$ cat src/common/clip_map.vh
// register map, field positions, reset values and timing figures of the clock-loss block
`ifndef CLIP_MAP_VH
`define CLIP_MAP_VH

// ****************************************************************
// register offsets
// ****************************************************************
`define CLIP_ADDR_W            8
`define CLIP_OFS_FAULT_STATUS  8'h05
`define CLIP_OFS_DETECT_SETUP  8'h21
`define CLIP_OFS_TIMEOUTS      8'h22
`define CLIP_OFS_PIN_SETUP     8'h23
`define CLIP_OFS_IND_SETUP     8'h24
`define CLIP_OFS_IRQ_MASK      8'h25
`define CLIP_OFS_DETECT_FIRST  8'h26
`define CLIP_OFS_DETECT_SECOND 8'h27

// ****************************************************************
// reset values
// ****************************************************************
`define CLIP_RST_DETECT_SETUP  8'h03
`define CLIP_RST_TIMEOUTS      8'h3f
`define CLIP_RST_PIN_SETUP     8'h21
`define CLIP_RST_IND_SETUP     8'h00
`define CLIP_RST_IRQ_MASK      8'h00

// ****************************************************************
// field positions
// ****************************************************************
`define CLIP_FLD_CLK_ERR       0
`define CLIP_FLD_E2_EN         0
`define CLIP_FLD_E1_EN         1
`define CLIP_FLD_E2_SRC_LO     2
`define CLIP_FLD_E2_SRC_HI     3
`define CLIP_FLD_E1_SRC        4
`define CLIP_FLD_T2_LO         0
`define CLIP_FLD_T2_HI         2
`define CLIP_FLD_T1_LO         3
`define CLIP_FLD_T1_HI         5
`define CLIP_FLD_FUNC_LO       0
`define CLIP_FLD_FUNC_HI       2
`define CLIP_FLD_GPO_VAL       4
`define CLIP_FLD_DRIVE_LO      5
`define CLIP_FLD_DRIVE_HI      7
`define CLIP_FLD_IND_LO        6
`define CLIP_FLD_IND_HI        7
`define CLIP_FLD_MASK_CLK1     2
`define CLIP_FLD_MASK_CLK2     5
`define CLIP_FLD_DET_CLK1      5
`define CLIP_FLD_DET_CLK2      2

// ****************************************************************
// field codes
// ****************************************************************
`define CLIP_FUNC_OFF          3'h0
`define CLIP_FUNC_IRQ          3'h1
`define CLIP_FUNC_GPO          3'h3
`define CLIP_FUNC_PDM          3'h4
`define CLIP_DRV_PUSH          3'h0
`define CLIP_DRV_LOW           3'h1
`define CLIP_DRV_HIGH          3'h2
`define CLIP_DRV_LOW_PU        3'h3
`define CLIP_DRV_HIGH_PD       3'h4
`define CLIP_IND_PULSE         2'h0
`define CLIP_IND_TRAIN         2'h1
`define CLIP_IND_LEVEL         2'h2

// ****************************************************************
// timing, in microseconds, and the clock rate
// ****************************************************************
`define CLIP_CLK_MHZ           250
`define CLIP_TO0_US            11000
`define CLIP_TO1_US            22000
`define CLIP_TO2_US            44000
`define CLIP_TO3_US            87000
`define CLIP_TO4_US            174000
`define CLIP_TO5_US            350000
`define CLIP_TO6_US            700000
`define CLIP_TO7_US            1200000
`define CLIP_PULSE_US          2000
`define CLIP_PERIOD_US         4000

`endif

$ cat src/rtl/clip_irq_ctrl.v
// clock-loss detection, shutdown flag and interrupt pin control
`timescale 1ns/1ps
`include "clip_map.vh"
module clip_irq_ctrl #(
  parameter CNT_W     = 32,
  parameter US_CYCLES = `CLIP_CLK_MHZ,
  parameter PULSE_CYC = `CLIP_PULSE_US * `CLIP_CLK_MHZ,
  parameter PERIOD_CYC = `CLIP_PERIOD_US * `CLIP_CLK_MHZ
) (
  // clock and reset
  input  wire       clk,
  input  wire       rst_n,
  // register port
  input  wire [7:0] regAddr,
  input  wire [7:0] regWrData,
  input  wire       regWrEn,
  input  wire       regRdEn,
  output reg  [7:0] regRdData,
  // watched clocks, sampled as synchronous inputs, and the divided pdm clock routed to the pin
  input  wire       asiClk,
  input  wire       pdmClk,
  input  wire       dacModClk,
  input  wire       adcModClk,
  input  wire       pllClk,
  input  wire       dividedPdmInputClock,
  // amplifier control
  output wire       ampShutdown,
  // interrupt pin
  output reg        intPinOut,
  output reg        intPinOe,
  output reg        intPinPullUp,
  output reg        intPinPullDown
);

  // ****************************************************************
  // registers
  // ****************************************************************
  reg        clkErr_q;
  reg [7:0]  detectSetup_q;
  reg [7:0]  timeouts_q;
  reg [7:0]  pinSetup_q;
  reg [7:0]  indSetup_q;
  reg [7:0]  irqMask_q;
  reg        detClk1_q;
  reg        detClk2_q;
  reg        pending_q;
  reg        readFirst_q;
  reg        readSecond_q;
  reg        shot_q;
  reg [CNT_W-1:0] indCnt_q;

  wire [2:0] detectorOneTimeout = timeouts_q[`CLIP_FLD_T1_HI:`CLIP_FLD_T1_LO];
  wire [2:0] detectorTwoTimeout = timeouts_q[`CLIP_FLD_T2_HI:`CLIP_FLD_T2_LO];
  wire       detectorOneSource  = detectSetup_q[`CLIP_FLD_E1_SRC];
  wire       detectorOneEnable  = detectSetup_q[`CLIP_FLD_E1_EN];
  wire       detectorTwoEnable  = detectSetup_q[`CLIP_FLD_E2_EN];
  wire [1:0] detectorTwoSource  = detectSetup_q[`CLIP_FLD_E2_SRC_HI:`CLIP_FLD_E2_SRC_LO];
  wire [2:0] pinFunction        = pinSetup_q[`CLIP_FLD_FUNC_HI:`CLIP_FLD_FUNC_LO];
  wire [2:0] pinDrive           = pinSetup_q[`CLIP_FLD_DRIVE_HI:`CLIP_FLD_DRIVE_LO];
  wire       intPinGeneralLevel = pinSetup_q[`CLIP_FLD_GPO_VAL];
  wire [1:0] indicationStyle    = indSetup_q[`CLIP_FLD_IND_HI:`CLIP_FLD_IND_LO];

  // ****************************************************************
  // timeout decode
  // ****************************************************************
  // absence time of a code, in core cycles; shared by both detectors
  function [CNT_W-1:0] timeoutCycles;
    input [2:0] code;
    reg   [31:0] us;
    begin
      case (code)
        3'h0:    us = `CLIP_TO0_US;
        3'h1:    us = `CLIP_TO1_US;
        3'h2:    us = `CLIP_TO2_US;
        3'h3:    us = `CLIP_TO3_US;
        3'h4:    us = `CLIP_TO4_US;
        3'h5:    us = `CLIP_TO5_US;
        3'h6:    us = `CLIP_TO6_US;
        default: us = `CLIP_TO7_US;
      endcase
      timeoutCycles = us[CNT_W-1:0] * US_CYCLES[CNT_W-1:0];
    end
  endfunction

  // ****************************************************************
  // detectors
  // ****************************************************************
  reg  watchTwo;
  wire watchOne = detectorOneSource ? pdmClk : asiClk;
  wire lossOne;
  wire lossTwo;

  // reserved source code watches nothing, so an enabled detector times out
  always @* begin
    case (detectorTwoSource)
      2'h0:    watchTwo = dacModClk;
      2'h1:    watchTwo = adcModClk;
      2'h2:    watchTwo = pllClk;
      default: watchTwo = 1'b0;
    endcase
  end

  clip_loss_timer #(.CNT_W(CNT_W)) uTimerOne (
    .clk     (clk),
    .rst_n   (rst_n),
    .enable  (detectorOneEnable),
    .watched (watchOne),
    .limit   (timeoutCycles(detectorOneTimeout)),
    .expired (lossOne)
  );

  clip_loss_timer #(.CNT_W(CNT_W)) uTimerTwo (
    .clk     (clk),
    .rst_n   (rst_n),
    .enable  (detectorTwoEnable),
    .watched (watchTwo),
    .limit   (timeoutCycles(detectorTwoTimeout)),
    .expired (lossTwo)
  );

  // the error bit shuts the amplifier down until the host clears it
  assign ampShutdown = clkErr_q;

  wire irqEvent = (lossOne & irqMask_q[`CLIP_FLD_MASK_CLK1]) |
                  (lossTwo & irqMask_q[`CLIP_FLD_MASK_CLK2]);
  wire rdFirst  = regRdEn && regAddr == `CLIP_OFS_DETECT_FIRST;
  wire rdSecond = regRdEn && regAddr == `CLIP_OFS_DETECT_SECOND;
  wire wr       = regWrEn;

  // ****************************************************************
  // register writes, sticky flags
  // ****************************************************************
  // hardware sets win over a clear in the same cycle
  always @(posedge clk or negedge rst_n) begin
    if (!rst_n) begin
      clkErr_q      <= 1'b0;
      detectSetup_q <= `CLIP_RST_DETECT_SETUP;
      timeouts_q    <= `CLIP_RST_TIMEOUTS;
      pinSetup_q    <= `CLIP_RST_PIN_SETUP;
      indSetup_q    <= `CLIP_RST_IND_SETUP;
      irqMask_q     <= `CLIP_RST_IRQ_MASK;
      detClk1_q     <= 1'b0;
      detClk2_q     <= 1'b0;
    end else begin
      if (wr && regAddr == `CLIP_OFS_DETECT_SETUP) detectSetup_q <= regWrData;
      if (wr && regAddr == `CLIP_OFS_TIMEOUTS)    timeouts_q <= regWrData;
      if (wr && regAddr == `CLIP_OFS_PIN_SETUP)   pinSetup_q <= regWrData;
      if (wr && regAddr == `CLIP_OFS_IND_SETUP)   indSetup_q <= regWrData;
      if (wr && regAddr == `CLIP_OFS_IRQ_MASK)    irqMask_q  <= regWrData;
      // write one to bit 0 clears the error
      if (lossOne || lossTwo) begin
        clkErr_q <= 1'b1;
      end else if (wr && regAddr == `CLIP_OFS_FAULT_STATUS && regWrData[`CLIP_FLD_CLK_ERR]) begin
        clkErr_q <= 1'b0;
      end
      // detect flags clear on read
      if (lossOne)      detClk1_q <= 1'b1;
      else if (rdFirst) detClk1_q <= 1'b0;
      if (lossTwo)      detClk2_q <= 1'b1;
      else if (rdFirst) detClk2_q <= 1'b0;
    end
  end

  // ****************************************************************
  // register reads
  // ****************************************************************
  always @(posedge clk or negedge rst_n) begin
    if (!rst_n) begin
      regRdData <= 8'h00;
    end else if (regRdEn) begin
      case (regAddr)
        `CLIP_OFS_FAULT_STATUS:  regRdData <= {7'h00, clkErr_q};
        `CLIP_OFS_DETECT_SETUP:  regRdData <= detectSetup_q;
        `CLIP_OFS_TIMEOUTS:      regRdData <= timeouts_q;
        `CLIP_OFS_PIN_SETUP:     regRdData <= pinSetup_q;
        `CLIP_OFS_IND_SETUP:     regRdData <= indSetup_q;
        `CLIP_OFS_IRQ_MASK:      regRdData <= irqMask_q;
        `CLIP_OFS_DETECT_FIRST:  regRdData <= {2'h0, detClk1_q, 2'h0, detClk2_q, 2'h0};
        default:                 regRdData <= 8'h00;
      endcase
    end
  end

  // ****************************************************************
  // indication timing
  // ****************************************************************
  // pending lasts until both detect registers were read after the event;
  // the counter wraps each period so the pulse train keeps its phase
  wire lastCnt = indCnt_q == PERIOD_CYC[CNT_W-1:0] - {{(CNT_W-1){1'b0}}, 1'b1};
  always @(posedge clk or negedge rst_n) begin
    if (!rst_n) begin
      pending_q    <= 1'b0;
      readFirst_q  <= 1'b0;
      readSecond_q <= 1'b0;
      shot_q       <= 1'b0;
      indCnt_q     <= {CNT_W{1'b0}};
    end else if (irqEvent) begin
      pending_q    <= 1'b1;
      readFirst_q  <= 1'b0;
      readSecond_q <= 1'b0;
      shot_q       <= 1'b1;
      indCnt_q     <= {CNT_W{1'b0}};
    end else begin
      if (rdFirst)  readFirst_q  <= 1'b1;
      if (rdSecond) readSecond_q <= 1'b1;
      if ((readFirst_q | rdFirst) && (readSecond_q | rdSecond)) begin
        pending_q <= 1'b0;
      end
      if (indCnt_q == PULSE_CYC[CNT_W-1:0] - {{(CNT_W-1){1'b0}}, 1'b1}) shot_q <= 1'b0;
      if (pending_q || shot_q) begin
        indCnt_q <= lastCnt ? {CNT_W{1'b0}} : indCnt_q + {{(CNT_W-1){1'b0}}, 1'b1};
      end else begin
        indCnt_q <= {CNT_W{1'b0}};
      end
    end
  end

  reg irqLevel;
  always @* begin
    case (indicationStyle)
      `CLIP_IND_PULSE: irqLevel = shot_q;
      `CLIP_IND_TRAIN: irqLevel = pending_q && indCnt_q < PULSE_CYC[CNT_W-1:0];
      `CLIP_IND_LEVEL: irqLevel = pending_q;
      default:         irqLevel = 1'b0;
    endcase
  end

  // ****************************************************************
  // pin function and drive
  // ****************************************************************
  reg pinLevel;
  reg pinActive;
  always @* begin
    pinActive = 1'b1;
    case (pinFunction)
      `CLIP_FUNC_IRQ: pinLevel = irqLevel;
      `CLIP_FUNC_GPO: pinLevel = intPinGeneralLevel;
      `CLIP_FUNC_PDM: pinLevel = dividedPdmInputClock;
      default: begin
        pinLevel  = 1'b0; // off and reserved codes leave the buffers dead
        pinActive = 1'b0;
      end
    endcase
  end

  // registered so the pin never glitches on a field change
  always @(posedge clk or negedge rst_n) begin
    if (!rst_n) begin
      intPinOut      <= 1'b0;
      intPinOe       <= 1'b0;
      intPinPullUp   <= 1'b0;
      intPinPullDown <= 1'b0;
    end else begin
      intPinPullUp   <= pinActive && pinDrive == `CLIP_DRV_LOW_PU;
      intPinPullDown <= pinActive && pinDrive == `CLIP_DRV_HIGH_PD;
      case (pinDrive)
        `CLIP_DRV_PUSH: begin
          intPinOut <= pinLevel;
          intPinOe  <= pinActive;
        end
        `CLIP_DRV_LOW, `CLIP_DRV_LOW_PU: begin
          intPinOut <= 1'b0;
          intPinOe  <= pinActive & ~pinLevel;
        end
        `CLIP_DRV_HIGH, `CLIP_DRV_HIGH_PD: begin
          intPinOut <= 1'b1;
          intPinOe  <= pinActive & pinLevel;
        end
        default: begin
          intPinOut <= 1'b0;
          intPinOe  <= 1'b0;
        end
      endcase
    end
  end

endmodule

$ cat src/rtl/clip_loss_timer.v
// missing-clock timeout counter for one detector
`timescale 1ns/1ps
module clip_loss_timer #(
  parameter CNT_W = 32
) (
  // clock and reset
  input  wire             clk,
  input  wire             rst_n,
  // control
  input  wire             enable,
  input  wire             watched,
  input  wire [CNT_W-1:0] limit,
  // result
  output wire             expired
);

  reg             prev_q;
  reg             done_q;
  reg [CNT_W-1:0] count_q;
  wire            edgeSeen = watched ^ prev_q;

  // fire once when the count meets the limit, then park; a limit lowered below a
  // running count still fires on the next step instead of waiting for a wrap
  assign expired = enable & ~edgeSeen & ~done_q &
                   (count_q >= limit - {{(CNT_W-1){1'b0}}, 1'b1});

  // counter restarts on any edge of the watched clock
  always @(posedge clk or negedge rst_n) begin
    if (!rst_n) begin
      prev_q  <= 1'b0;
      done_q  <= 1'b0;
      count_q <= {CNT_W{1'b0}};
    end else begin
      prev_q <= watched;
      if (!enable || edgeSeen) begin
        count_q <= {CNT_W{1'b0}};
        done_q  <= 1'b0;
      end else begin
        if (expired) done_q <= 1'b1;
        if (count_q < limit) count_q <= count_q + {{(CNT_W-1){1'b0}}, 1'b1};
      end
    end
  end

endmodule

$ cat config.mk
export PLATFORM = sky130hd
export DESIGN_NAME = clip_irq_ctrl
export DESIGN_NICKNAME = d
export VERILOG_FILES = /design/src/rtl/clip_irq_ctrl.v /design/src/rtl/clip_loss_timer.v
export VERILOG_INCLUDE_DIRS = /design/src /design/src/common
export SDC_FILE = /design/constraint.sdc
export NUM_CORES = 1
export LEC_CHECK = 0
export BUFFER_PORTS_ARGS = -buffer_cell sky130_fd_sc_hd__clkbuf_2
export CAP_MARGIN = 40
export CORE_AREA = 2 2 211 213
export CTS_CLUSTER_DIAMETER = 200
export DETAILED_ROUTE_END_ITERATION = 16
export DIE_AREA = 0 0 213 215
export GPL_TIMING_DRIVEN = 0
export MAX_ROUTING_LAYER = met4
export PLACE_DENSITY_LB_ADDON = 0.15
export RECOVER_POWER = 25
export SLEW_MARGIN = 30
export SYNTH_ARGS = -nofsm -noshare
export SYNTH_HDL_FRONTEND = slang
export SYNTH_HIERARCHICAL = 1
export SYNTH_SLANG_ARGS = --single-unit
$ cat constraint.sdc
create_clock -name clk -period 8.8 [get_ports clk]
set_clock_uncertainty 0.05 [all_clocks]
set_input_delay 0 -clock clk [delete_from_list [all_inputs] [get_ports clk]]
set_output_delay 0 -clock clk [all_outputs]
set_load 0.01 [all_outputs]
==> flow_summary.html, run 1 <==
<table>
<tr><th>Metric</th><th>Value</th></tr>
<tr><th colspan="2">Clock tree</th></tr>
<tr><td>Clk slew on worst S/H paths</td><td>0.07 ns</td></tr>
<tr><td>Root Driver</td><td>clkbuf_16</td></tr>
<tr><td>Clock latency on the worst-skew pair</td><td>0.45 ns</td></tr>
<tr><td>Clock Sinks</td><td>159</td></tr>
<tr><td>Number of buffers on the longest clock path</td><td>2</td></tr>
<tr><td>Cts bufs inserted</td><td>17</td></tr>
<tr><td># H-tree levels</td><td>4</td></tr>
<tr><td>TritonCTS clock tree</td><td>yes</td></tr>
<tr><th colspan="2">STA</th></tr>
<tr><td>Final hold slack</td><td>0.0265 ns</td></tr>
<tr><td>Slew Viols, Final</td><td>88</td></tr>
<tr><td>Minimum clock period after layout</td><td>8.48 ns</td></tr>
<tr><td>Fmax achieved</td><td>0.118 GHz</td></tr>
<tr><td>Setup repair after global routing missed its margin</td><td>yes</td></tr>
<tr><td>Crit share post-route</td><td>0.964</td></tr>
<tr><td>Hold Fails Final Rpt</td><td>0</td></tr>
<tr><td>Worst slew margin relative to its limit</td><td>-0.876</td></tr>
<tr><td>Measured slew at the worst slew-check pin</td><td>2.81 ns</td></tr>
<tr><td>Number of failing setup endpoints in the final timing report</td><td>0</td></tr>
<tr><th colspan="2">Floorplanning</th></tr>
<tr><td>Starting density of the core</td><td>0.396</td></tr>
<tr><td>Num rows</td><td>77</td></tr>
<tr><td>Top-level I/O count</td><td>39</td></tr>
<tr><td>Vert. Die Dim</td><td>215 µm</td></tr>
<tr><td>Die X-Extent</td><td>213 µm</td></tr>
<tr><td>Area inside the core boundary</td><td>43600 µm²</td></tr>
<tr><td>Die footprint</td><td>45800 µm²</td></tr>
<tr><th colspan="2">Worst setup path</th></tr>
<tr><td>Nature of the critical path endpoint</td><td>flip-flop</td></tr>
<tr><td>Crit path DAT</td><td>8.77 ns</td></tr>
<tr><td>Crit start category</td><td>flip-flop</td></tr>
<tr><td>Critical Path Slowest Stage Cell</td><td>fa_1</td></tr>
<tr><td>CP peak stage delay</td><td>0.57 ns</td></tr>
<tr><td>Most repeated library cell on the critical path</td><td>fa_1</td></tr>
<tr><td>Req. time, crit path</td><td>9.09 ns</td></tr>
<tr><td>Critical path type</td><td>reg2reg</td></tr>
<tr><td>CP max FO</td><td>8</td></tr>
<tr><th colspan="2">Cells and area</th></tr>
<tr><td>Share of post-route cells with drive strength above 1</td><td>0.139</td></tr>
<tr><td>Number of standard cells in the final layout excluding fillers</td><td>2744</td></tr>
<tr><td>Antenna cells</td><td>0</td></tr>
<tr><td>Fill cells</td><td>4226</td></tr>
<tr><td>Number of nets in the layout</td><td>2468</td></tr>
<tr><td>Most common library cell in the layout ignoring fill and taps</td><td>ha_1</td></tr>
<tr><td>Area of all placed cells without fillers</td><td>20100 µm²</td></tr>
<tr><td>Synth-to-layout area growth</td><td>16.2%</td></tr>
<tr><td>Leading cell types in the layout, fill and taps excluded</td><td>236 x ha_1, 197 x inv_1, 149 x dfrtp_1, 132 x a21oi_1, 131 x nand2_1</td></tr>
<tr><th colspan="2">Global routing</th></tr>
<tr><td>Pin count of the biggest net entering global routing</td><td>72</td></tr>
<tr><td>Total congestion overflow after global routing</td><td>0</td></tr>
<tr><td>Global Route Usage Sum</td><td>0.221</td></tr>
<tr><td>Initial antenna violation count</td><td>0</td></tr>
<tr><td>Via count of the first global-routing pass</td><td>15000</td></tr>
<tr><td>Global-route wire length before repair</td><td>79.1 mm</td></tr>
<tr><th colspan="2">Synth</th></tr>
<tr><td>Syn avg cell area</td><td>8.71 µm²</td></tr>
<tr><td>Number of cells produced by synthesis</td><td>1983</td></tr>
<tr><td>Warnings, synthesis</td><td>6</td></tr>
<tr><td>FF+latch count, synth</td><td>159</td></tr>
<tr><td>Number of enable-type register cells in the synthesized netlist</td><td>0</td></tr>
<tr><td>Most frequently used flop master after synthesis</td><td>dfrtp_1</td></tr>
<tr><td>Fraction of registers with async set/reset</td><td>1.00</td></tr>
<tr><td>Number of different library cells in the post-synthesis netlist</td><td>83</td></tr>
<tr><td>Share of the yosys chip area belonging to registers</td><td>0.231</td></tr>
<tr><td>Cell Area, Synth</td><td>17300 µm²</td></tr>
<tr><th colspan="2">Hold path</th></tr>
<tr><td>Hold Crit Class</td><td>in2reg</td></tr>
<tr><th colspan="2">Drt</th></tr>
<tr><td>Remaining number of nets flagged by the antenna check after routing</td><td>0</td></tr>
<tr><td>Overall routed net length</td><td>47.6 mm</td></tr>
<tr><td>Post-route DRC violation count</td><td>0</td></tr>
<tr><td>Average detailed-routed wire length per instance</td><td>17.4 µm</td></tr>
<tr><td>Vias per Instance</td><td>5.55</td></tr>
<tr><td>Routed vias</td><td>15200</td></tr>
<tr><td>Iteration count of the initial detailed-routing pass</td><td>5</td></tr>
<tr><td>Drt first-iter violations</td><td>976</td></tr>
<tr><th colspan="2">Run status</th></tr>
<tr><td>Violations in the final reports</td><td>max-capacitance violations, max-slew violations</td></tr>
<tr><td>Run status</td><td>finished with violations</td></tr>
<tr><th colspan="2">Place</th></tr>
<tr><td>Instance count after placement with tap cells included</td><td>2649</td></tr>
<tr><td>Port Buffers</td><td>37</td></tr>
<tr><td>Placed Area</td><td>18400 µm²</td></tr>
<tr><td>Routability-driven placement congestion ratio</td><td>0.880</td></tr>
<tr><td>Estimated wirelength of the detail-placed design</td><td>37.2 mm</td></tr>
<tr><th colspan="2">Power and ir drop</th></tr>
<tr><td>Overall Power</td><td>3.18 mW</td></tr>
<tr><td>Share of power burned in registers</td><td>0.237</td></tr>
<tr><td>Share of power burned in the clock network</td><td>0.244</td></tr>
<tr><td>Total leakage power</td><td>9.26 nW</td></tr>
<tr><td>Fraction of power spent switching nets</td><td>0.407</td></tr>
<tr><td>Share of power burned in combinational logic</td><td>0.519</td></tr>
<tr><td>P_int</td><td>1.88 mW</td></tr>
<tr><td>Peak supply drop</td><td>0.147 mV</td></tr>
<tr><td>Sw power</td><td>1.30 mW</td></tr>
<tr><td>Power density cells</td><td>158 nW/µm²</td></tr>
<tr><th colspan="2">Run</th></tr>
<tr><td>Max cap viols</td><td>2</td></tr>
</table>
[per-layer routing]
metal / wire length (µm) / GRT usage / part of all wire
met5: 0 / - / 0
met4: 469 / 0.0443 / 0.0099
met3: 1850 / 0.0294 / 0.039
met2: 21500 / 0.332 / 0.45
met1: 23700 / 0.317 / 0.50
[cells by family after synthesis]
kind of cell / Yosys count / synth area share
flip-flops: 159 / 0.231
multiplexers: 59 / 0.0375
XOR/XNOR: 137 / 0.0695
AO/OA/AOI/OAI: 401 / 0.150
adder cells (fa/ha/maj): 301 / 0.245
buffers and inverters: 271 / 0.0610
AND/OR/NAND/NOR: 654 / 0.206
other: 1 / 0.000217
[synthesized netlist by cell type, types with 13 or more instances]
cell / n / share of area
a21o_1: 33 / 0.014
a21oi_1: 132 / 0.038
and2_1: 19 / 0.0069
and3_1: 16 / 0.0058
buf_2: 13 / 0.0038
clkbuf_1: 42 / 0.0091
dfrtp_1: 149 / 0.22
fa_1: 62 / 0.072
ha_1: 239 / 0.17
inv_1: 204 / 0.044
mux2_2: 46 / 0.030
mux2i_1: 13 / 0.0075
nand2_1: 142 / 0.031
nand2b_1: 23 / 0.0083
nand3_1: 60 / 0.017
nand4_1: 57 / 0.021
nor2_1: 132 / 0.029
nor2b_1: 17 / 0.0062
nor3_1: 47 / 0.014
nor4_1: 27 / 0.0098
o21ai_0: 61 / 0.018
o31ai_1: 56 / 0.024
or4_1: 50 / 0.022
xnor2_1: 112 / 0.057
xor2_1: 25 / 0.013
[area by class of cell]
class / instances / area (µm²) / area share
Sequential cell: 159 / 3990 / 0.199
Buffer: 59 / 332 / 0.0165
Multi-Input combinational cell: 1584 / 12800 / 0.638
Tap cell: 592 / 741 / 0.0369
Inverter: 208 / 801 / 0.0399
Timing Repair Buffer: 112 / 821 / 0.0409
Clock inverter: 11 / 158 / 0.00785
Clock buffer: 19 / 433 / 0.0216
[power groups by stage]
stage	clock (mW)	sequential [mW]	combinational, mW
floorplan	0	0.764	1.14
global placement	0	0.767	1.42
detailed placement	0	0.767	1.47
CTS	0.791	0.754	1.52
global route	0.822	0.756	1.87
finish	0.775	0.755	1.65
[state kept, by name (all words and copies together) (netlist names), 8 cells and up]
name / cells
indCnt_q: 32
uTimerOne/count_q: 32
uTimerTwo/count_q: 32
detectSetup_q: 8
indSetup_q: 8
irqMask_q: 8
pinSetup_q: 8
regRdData: 8
timeouts_q: 8
[path summary, 6_finish.rpt]
kind                                                 from                           endpoint  slack [ns]  cells after the start
worst max register to register  timeouts_q[4]$_DFFE_PN1P_              indCnt_q[7]$_DFF_PN0_        0.32                     33
worst min register to register      detClk2_q$_DFFE_PN0P_              detClk2_q$_DFFE_PN0P_        0.43                      1
min in group asynchronous                           rst_n  uTimerOne/count_q[13]$_DFFE_PN0P_        1.28                      3
max in group asynchronous                           rst_n  uTimerTwo/count_q[13]$_DFFE_PN0P_        3.81                      4
worst max-delay path            timeouts_q[4]$_DFFE_PN1P_              indCnt_q[7]$_DFF_PN0_        0.32                     33
worst min-delay path                              regRdEn           readSecond_q$_DFFE_PN0P_        0.03                      4
[per-stage QoR]
step,utilization,worst slack (ns),setup TNS (ns)
after detailed placement,0.422,-2.06,-84.86
final,0.460,0.321,0
after global routing,0.460,-0.0508,-0.347
after floorplan,-,0.584,0
after CTS,0.445,0.00635,0
after global placement,0.420,-2.10,-86.29
[critical path, delay by kind of cell, from the launching register on]
family          cells  cell delay (ns)
simple gates       11             2.72
fa+ha+maj           6             2.31
compound gates      6             1.35
buf+inv             7             0.89
flops               1             0.55
xor+xnor            3             0.47
[what timing repair did]
item	CTS	global route
buffers inserted	6	42
gates cloned	2	1
resized for setup	54	98
setup endpoints to repair	88	95
hold buffers	17	0
endpoints found under the hold margin	195	0
pin swaps	5	36
No activity file was read; power rests on OpenSTA's default activity.
==> run 2: changes to the inputs <==
--- a/config.mk
+++ b/config.mk
@@ -8,12 +8,12 @@
 export LEC_CHECK = 0
 export BUFFER_PORTS_ARGS = -buffer_cell sky130_fd_sc_hd__clkbuf_2
 export CAP_MARGIN = 40
-export CORE_AREA = 2 2 211 213
+export CORE_AREA = 2 2 199 201
+export CTS_BUF_LIST = sky130_fd_sc_hd__clkbuf_4 sky130_fd_sc_hd__clkbuf_8 sky130_fd_sc_hd__clkbuf_16
 export CTS_CLUSTER_DIAMETER = 200
 export DETAILED_ROUTE_END_ITERATION = 16
-export DIE_AREA = 0 0 213 215
+export DIE_AREA = 0 0 201 203
 export GPL_TIMING_DRIVEN = 0
-export MAX_ROUTING_LAYER = met4
 export PLACE_DENSITY_LB_ADDON = 0.15
 export RECOVER_POWER = 25
 export SLEW_MARGIN = 30
==> flow_summary.html, run 2 (same netlist as run 1, synthesis figures left out) <==
<table>
<tr><th>Metric</th><th>Value</th></tr>
<tr><th colspan="2">Run status</th></tr>
<tr><td>Run status</td><td>finished with violations (unchanged)</td></tr>
<tr><td>Violations in the final reports</td><td>max-capacitance violations, max-slew violations (unchanged)</td></tr>
<tr><th colspan="2">Clock tree</th></tr>
<tr><td># H-tree levels</td><td>4 (unchanged)</td></tr>
<tr><td>Clk slew on worst S/H paths</td><td>0.07 ns (about the same)</td></tr>
<tr><td>Clock Sinks</td><td>159 (unchanged)</td></tr>
<tr><td>Number of buffers on the longest clock path</td><td>2 (unchanged)</td></tr>
<tr><td>Cts bufs inserted</td><td>17 (unchanged)</td></tr>
<tr><td>Root Driver</td><td>clkbuf_16 (unchanged)</td></tr>
<tr><td>TritonCTS clock tree</td><td>yes (unchanged)</td></tr>
<tr><td>Clock latency on the worst-skew pair</td><td>0.46 ns (was 0.45 ns)</td></tr>
<tr><th colspan="2">Floorplanning</th></tr>
<tr><td>Die X-Extent</td><td>201 µm (was 213 µm)</td></tr>
<tr><td>Num rows</td><td>72 (was 77)</td></tr>
<tr><td>Starting density of the core</td><td>0.449 (was 0.396)</td></tr>
<tr><td>Die footprint</td><td>40800 µm² (was 45800 µm²)</td></tr>
<tr><td>Vert. Die Dim</td><td>203 µm (was 215 µm)</td></tr>
<tr><td>Area inside the core boundary</td><td>38500 µm² (was 43600 µm²)</td></tr>
<tr><td>Top-level I/O count</td><td>39 (unchanged)</td></tr>
<tr><th colspan="2">STA</th></tr>
<tr><td>Setup repair after global routing missed its margin</td><td>yes (unchanged)</td></tr>
<tr><td>Crit share post-route</td><td>0.958 (was 0.964)</td></tr>
<tr><td>Worst slew margin relative to its limit</td><td>-0.986 (was -0.876)</td></tr>
<tr><td>Fmax achieved</td><td>0.119 GHz (was 0.118 GHz)</td></tr>
<tr><td>Number of failing setup endpoints in the final timing report</td><td>0 (unchanged)</td></tr>
<tr><td>Minimum clock period after layout</td><td>8.43 ns (was 8.48 ns)</td></tr>
<tr><td>Measured slew at the worst slew-check pin</td><td>2.98 ns (was 2.81 ns)</td></tr>
<tr><td>Slew Viols, Final</td><td>92 (was 88)</td></tr>
<tr><td>Hold Fails Final Rpt</td><td>0 (unchanged)</td></tr>
<tr><th colspan="2">Worst setup path</th></tr>
<tr><td>Cell family contributing the most delay on the critical path</td><td>simple AND/OR/NAND/NOR gates (unchanged)</td></tr>
<tr><td>Crit path DAT</td><td>8.72 ns (was 8.77 ns)</td></tr>
<tr><td>Req. time, crit path</td><td>9.09 ns (about the same)</td></tr>
<tr><td>Critical path type</td><td>reg2reg (unchanged)</td></tr>
<tr><td>Nature of the critical path endpoint</td><td>flip-flop (unchanged)</td></tr>
<tr><td>Critical Path Slowest Stage Cell</td><td>dfstp_2 (was fa_1)</td></tr>
<tr><td>Number of buffers and inverters on the critical path</td><td>7 (unchanged)</td></tr>
<tr><td>Crit start category</td><td>flip-flop (unchanged)</td></tr>
<tr><td>CP max FO</td><td>10 (was 8)</td></tr>
<tr><td>Reg2Reg Setup Slack</td><td>0.37 ns (was 0.32 ns)</td></tr>
<tr><td>CP peak stage delay</td><td>0.55 ns (was 0.57 ns)</td></tr>
<tr><th colspan="2">Place</th></tr>
<tr><td>Estimated wirelength of the detail-placed design</td><td>36.1 mm (was 37.2 mm)</td></tr>
<tr><td>Placed Area</td><td>18300 µm² (was 18400 µm²)</td></tr>
<tr><td>Port Buffers</td><td>37 (unchanged)</td></tr>
<tr><td>Instance count after placement with tap cells included</td><td>2576 (was 2649)</td></tr>
<tr><td>Routability-driven placement congestion ratio</td><td>0.873 (was 0.880)</td></tr>
<tr><th colspan="2">Global routing</th></tr>
<tr><td>Total congestion overflow after global routing</td><td>0 (unchanged)</td></tr>
<tr><td>Pin count of the biggest net entering global routing</td><td>63 (was 72)</td></tr>
<tr><td>Initial antenna violation count</td><td>0 (unchanged)</td></tr>
<tr><td>Via count of the first global-routing pass</td><td>15100 (was 15000)</td></tr>
<tr><td>Global-route wire length before repair</td><td>78.2 mm (was 79.1 mm)</td></tr>
<tr><td>Global Route Usage Sum</td><td>0.235 (was 0.221)</td></tr>
<tr><th colspan="2">Cells and area</th></tr>
<tr><td>Number of nets in the layout</td><td>2457 (was 2468)</td></tr>
<tr><td>Antenna cells</td><td>0 (unchanged)</td></tr>
<tr><td>Number of standard cells in the final layout excluding fillers</td><td>2659 (was 2744)</td></tr>
<tr><td>Leading cell types in the layout, fill and taps excluded</td><td>237 x ha_1, 200 x inv_1, 149 x dfrtp_1, 134 x nand2_1, 132 x a21oi_1 (was 236 x ha_1, 197 x inv_1, 149 x dfrtp_1, 132 x a21oi_1, 131 x nand2_1)</td></tr>
<tr><td>Area of all placed cells without fillers</td><td>19700 µm² (was 20100 µm²)</td></tr>
<tr><td>Synth-to-layout area growth</td><td>14.3% (was 16.2%)</td></tr>
<tr><td>Most common library cell in the layout ignoring fill and taps</td><td>ha_1 (unchanged)</td></tr>
<tr><td>Share of post-route cells with drive strength above 1</td><td>0.128 (was 0.139)</td></tr>
<tr><td>Largest registers</td><td>indCnt_q (32), uTimerOne/count_q (32), uTimerTwo/count_q (32) (unchanged)</td></tr>
<tr><th colspan="2">Drt</th></tr>
<tr><td>Remaining number of nets flagged by the antenna check after routing</td><td>0 (unchanged)</td></tr>
<tr><td>Overall routed net length</td><td>46.3 mm (was 47.6 mm)</td></tr>
<tr><td>Routed vias</td><td>15100 (was 15200)</td></tr>
<tr><td>Post-route DRC violation count</td><td>0 (unchanged)</td></tr>
<tr><td>Average detailed-routed wire length per instance</td><td>17.4 µm (about the same)</td></tr>
<tr><td>Drt first-iter violations</td><td>1054 (was 976)</td></tr>
<tr><td>Vias per Instance</td><td>5.69 (was 5.55)</td></tr>
<tr><td>Iteration count of the initial detailed-routing pass</td><td>5 (unchanged)</td></tr>
<tr><th colspan="2">Run</th></tr>
<tr><td>Max cap viols</td><td>2 (unchanged)</td></tr>
<tr><th colspan="2">Hold path</th></tr>
<tr><td>Hold Crit Class</td><td>in2reg (unchanged)</td></tr>
<tr><th colspan="2">Power and ir drop</th></tr>
<tr><td>Peak supply drop</td><td>0.149 mV (was 0.147 mV)</td></tr>
<tr><td>Total leakage power</td><td>9.19 nW (was 9.26 nW)</td></tr>
<tr><td>Power density cells</td><td>159 nW/µm² (was 158 nW/µm²)</td></tr>
</table>
==> run 2: cell types whose count changed in the layout (fill, tap and decap cells not counted), sizes merged <==
cell / change
dlygate4sd3: +1
clkdlybuf4s15: -1
inv: -2
buf: -11
clkinvlp: -1
clkinv: +3
==> run 2: worst paths after layout <==
kind | endpoint | from | cells past startpoint
max | indCnt_q[4]$_DFF_PN0_ | timeouts_q[4]$_DFFE_PN1P_ | 33
min | uTimerTwo/prev_q$_DFF_PN0_ | dacModClk | 3
max reg2reg | indCnt_q[4]$_DFF_PN0_ | timeouts_q[4]$_DFFE_PN1P_ | 33
min reg2reg | indCnt_q[0]$_DFF_PN0_ | indCnt_q[0]$_DFF_PN0_ | 1
max in group asynchronous | indCnt_q[23]$_DFF_PN0_ | rst_n | 4
min in group asynchronous | uTimerOne/count_q[20]$_DFFE_PN0P_ | rst_n | 3
==> run 2: cell type report <==
class                      count  area, µm²
buffer                        60        333
clock buffer                  19        447
clock inverter                11        158
fill                        3742      18700
inverter                     208        803
multi-input combinational   1584      12700
sequential                   159       3990
tap                          518        648
timing repair buffer         100        704
==> run 2: layer usage <==
metal,share of wire,track usage
met4,0.012,0.0558
met3,0.043,0.0355
met2,0.45,0.371
met5,0,0
met1,0.50,0.338
==> run 2: where the power goes <==
group	total [mW]	internal, mW	switching (mW)
logic	1.59	0.652	0.935
clock network	0.788	0.458	0.330
registers	0.755	0.744	0.0113
total	3.13	1.85	1.28
==> run 2: timing repair <==
action	4_1_cts	5_1_grt
hold endpoints to repair	142	0
cloned	3	0
hold buffers	18	0
gates resized for setup	55	74
endpoints found under the setup margin	94	94
setup buffers	5	28
pin swaps	6	21
==> run 2: through the flow <==
step	util	hold slack [ns]	setup WS, ns	TNS, ns	total power, mW
finish	0.513	0.0182	0.373	0	3.13
global route	0.513	0.0583	-0.0371	-0.816	3.40
CTS	0.503	0.000540	0.00710	0	3.08
detailed placement	0.476	-0.0818	-1.50	-67.13	2.23
global placement	0.474	0.215	-2.03	-82.70	2.18
floorplan	-	-0.346	0.584	0	1.90
==> run 2: worst min-delay path, cell delays in order <==
cell and delay, ns:
clkbuf_2 0.08, mux2i_1 0.12, o21ai_0 0.21
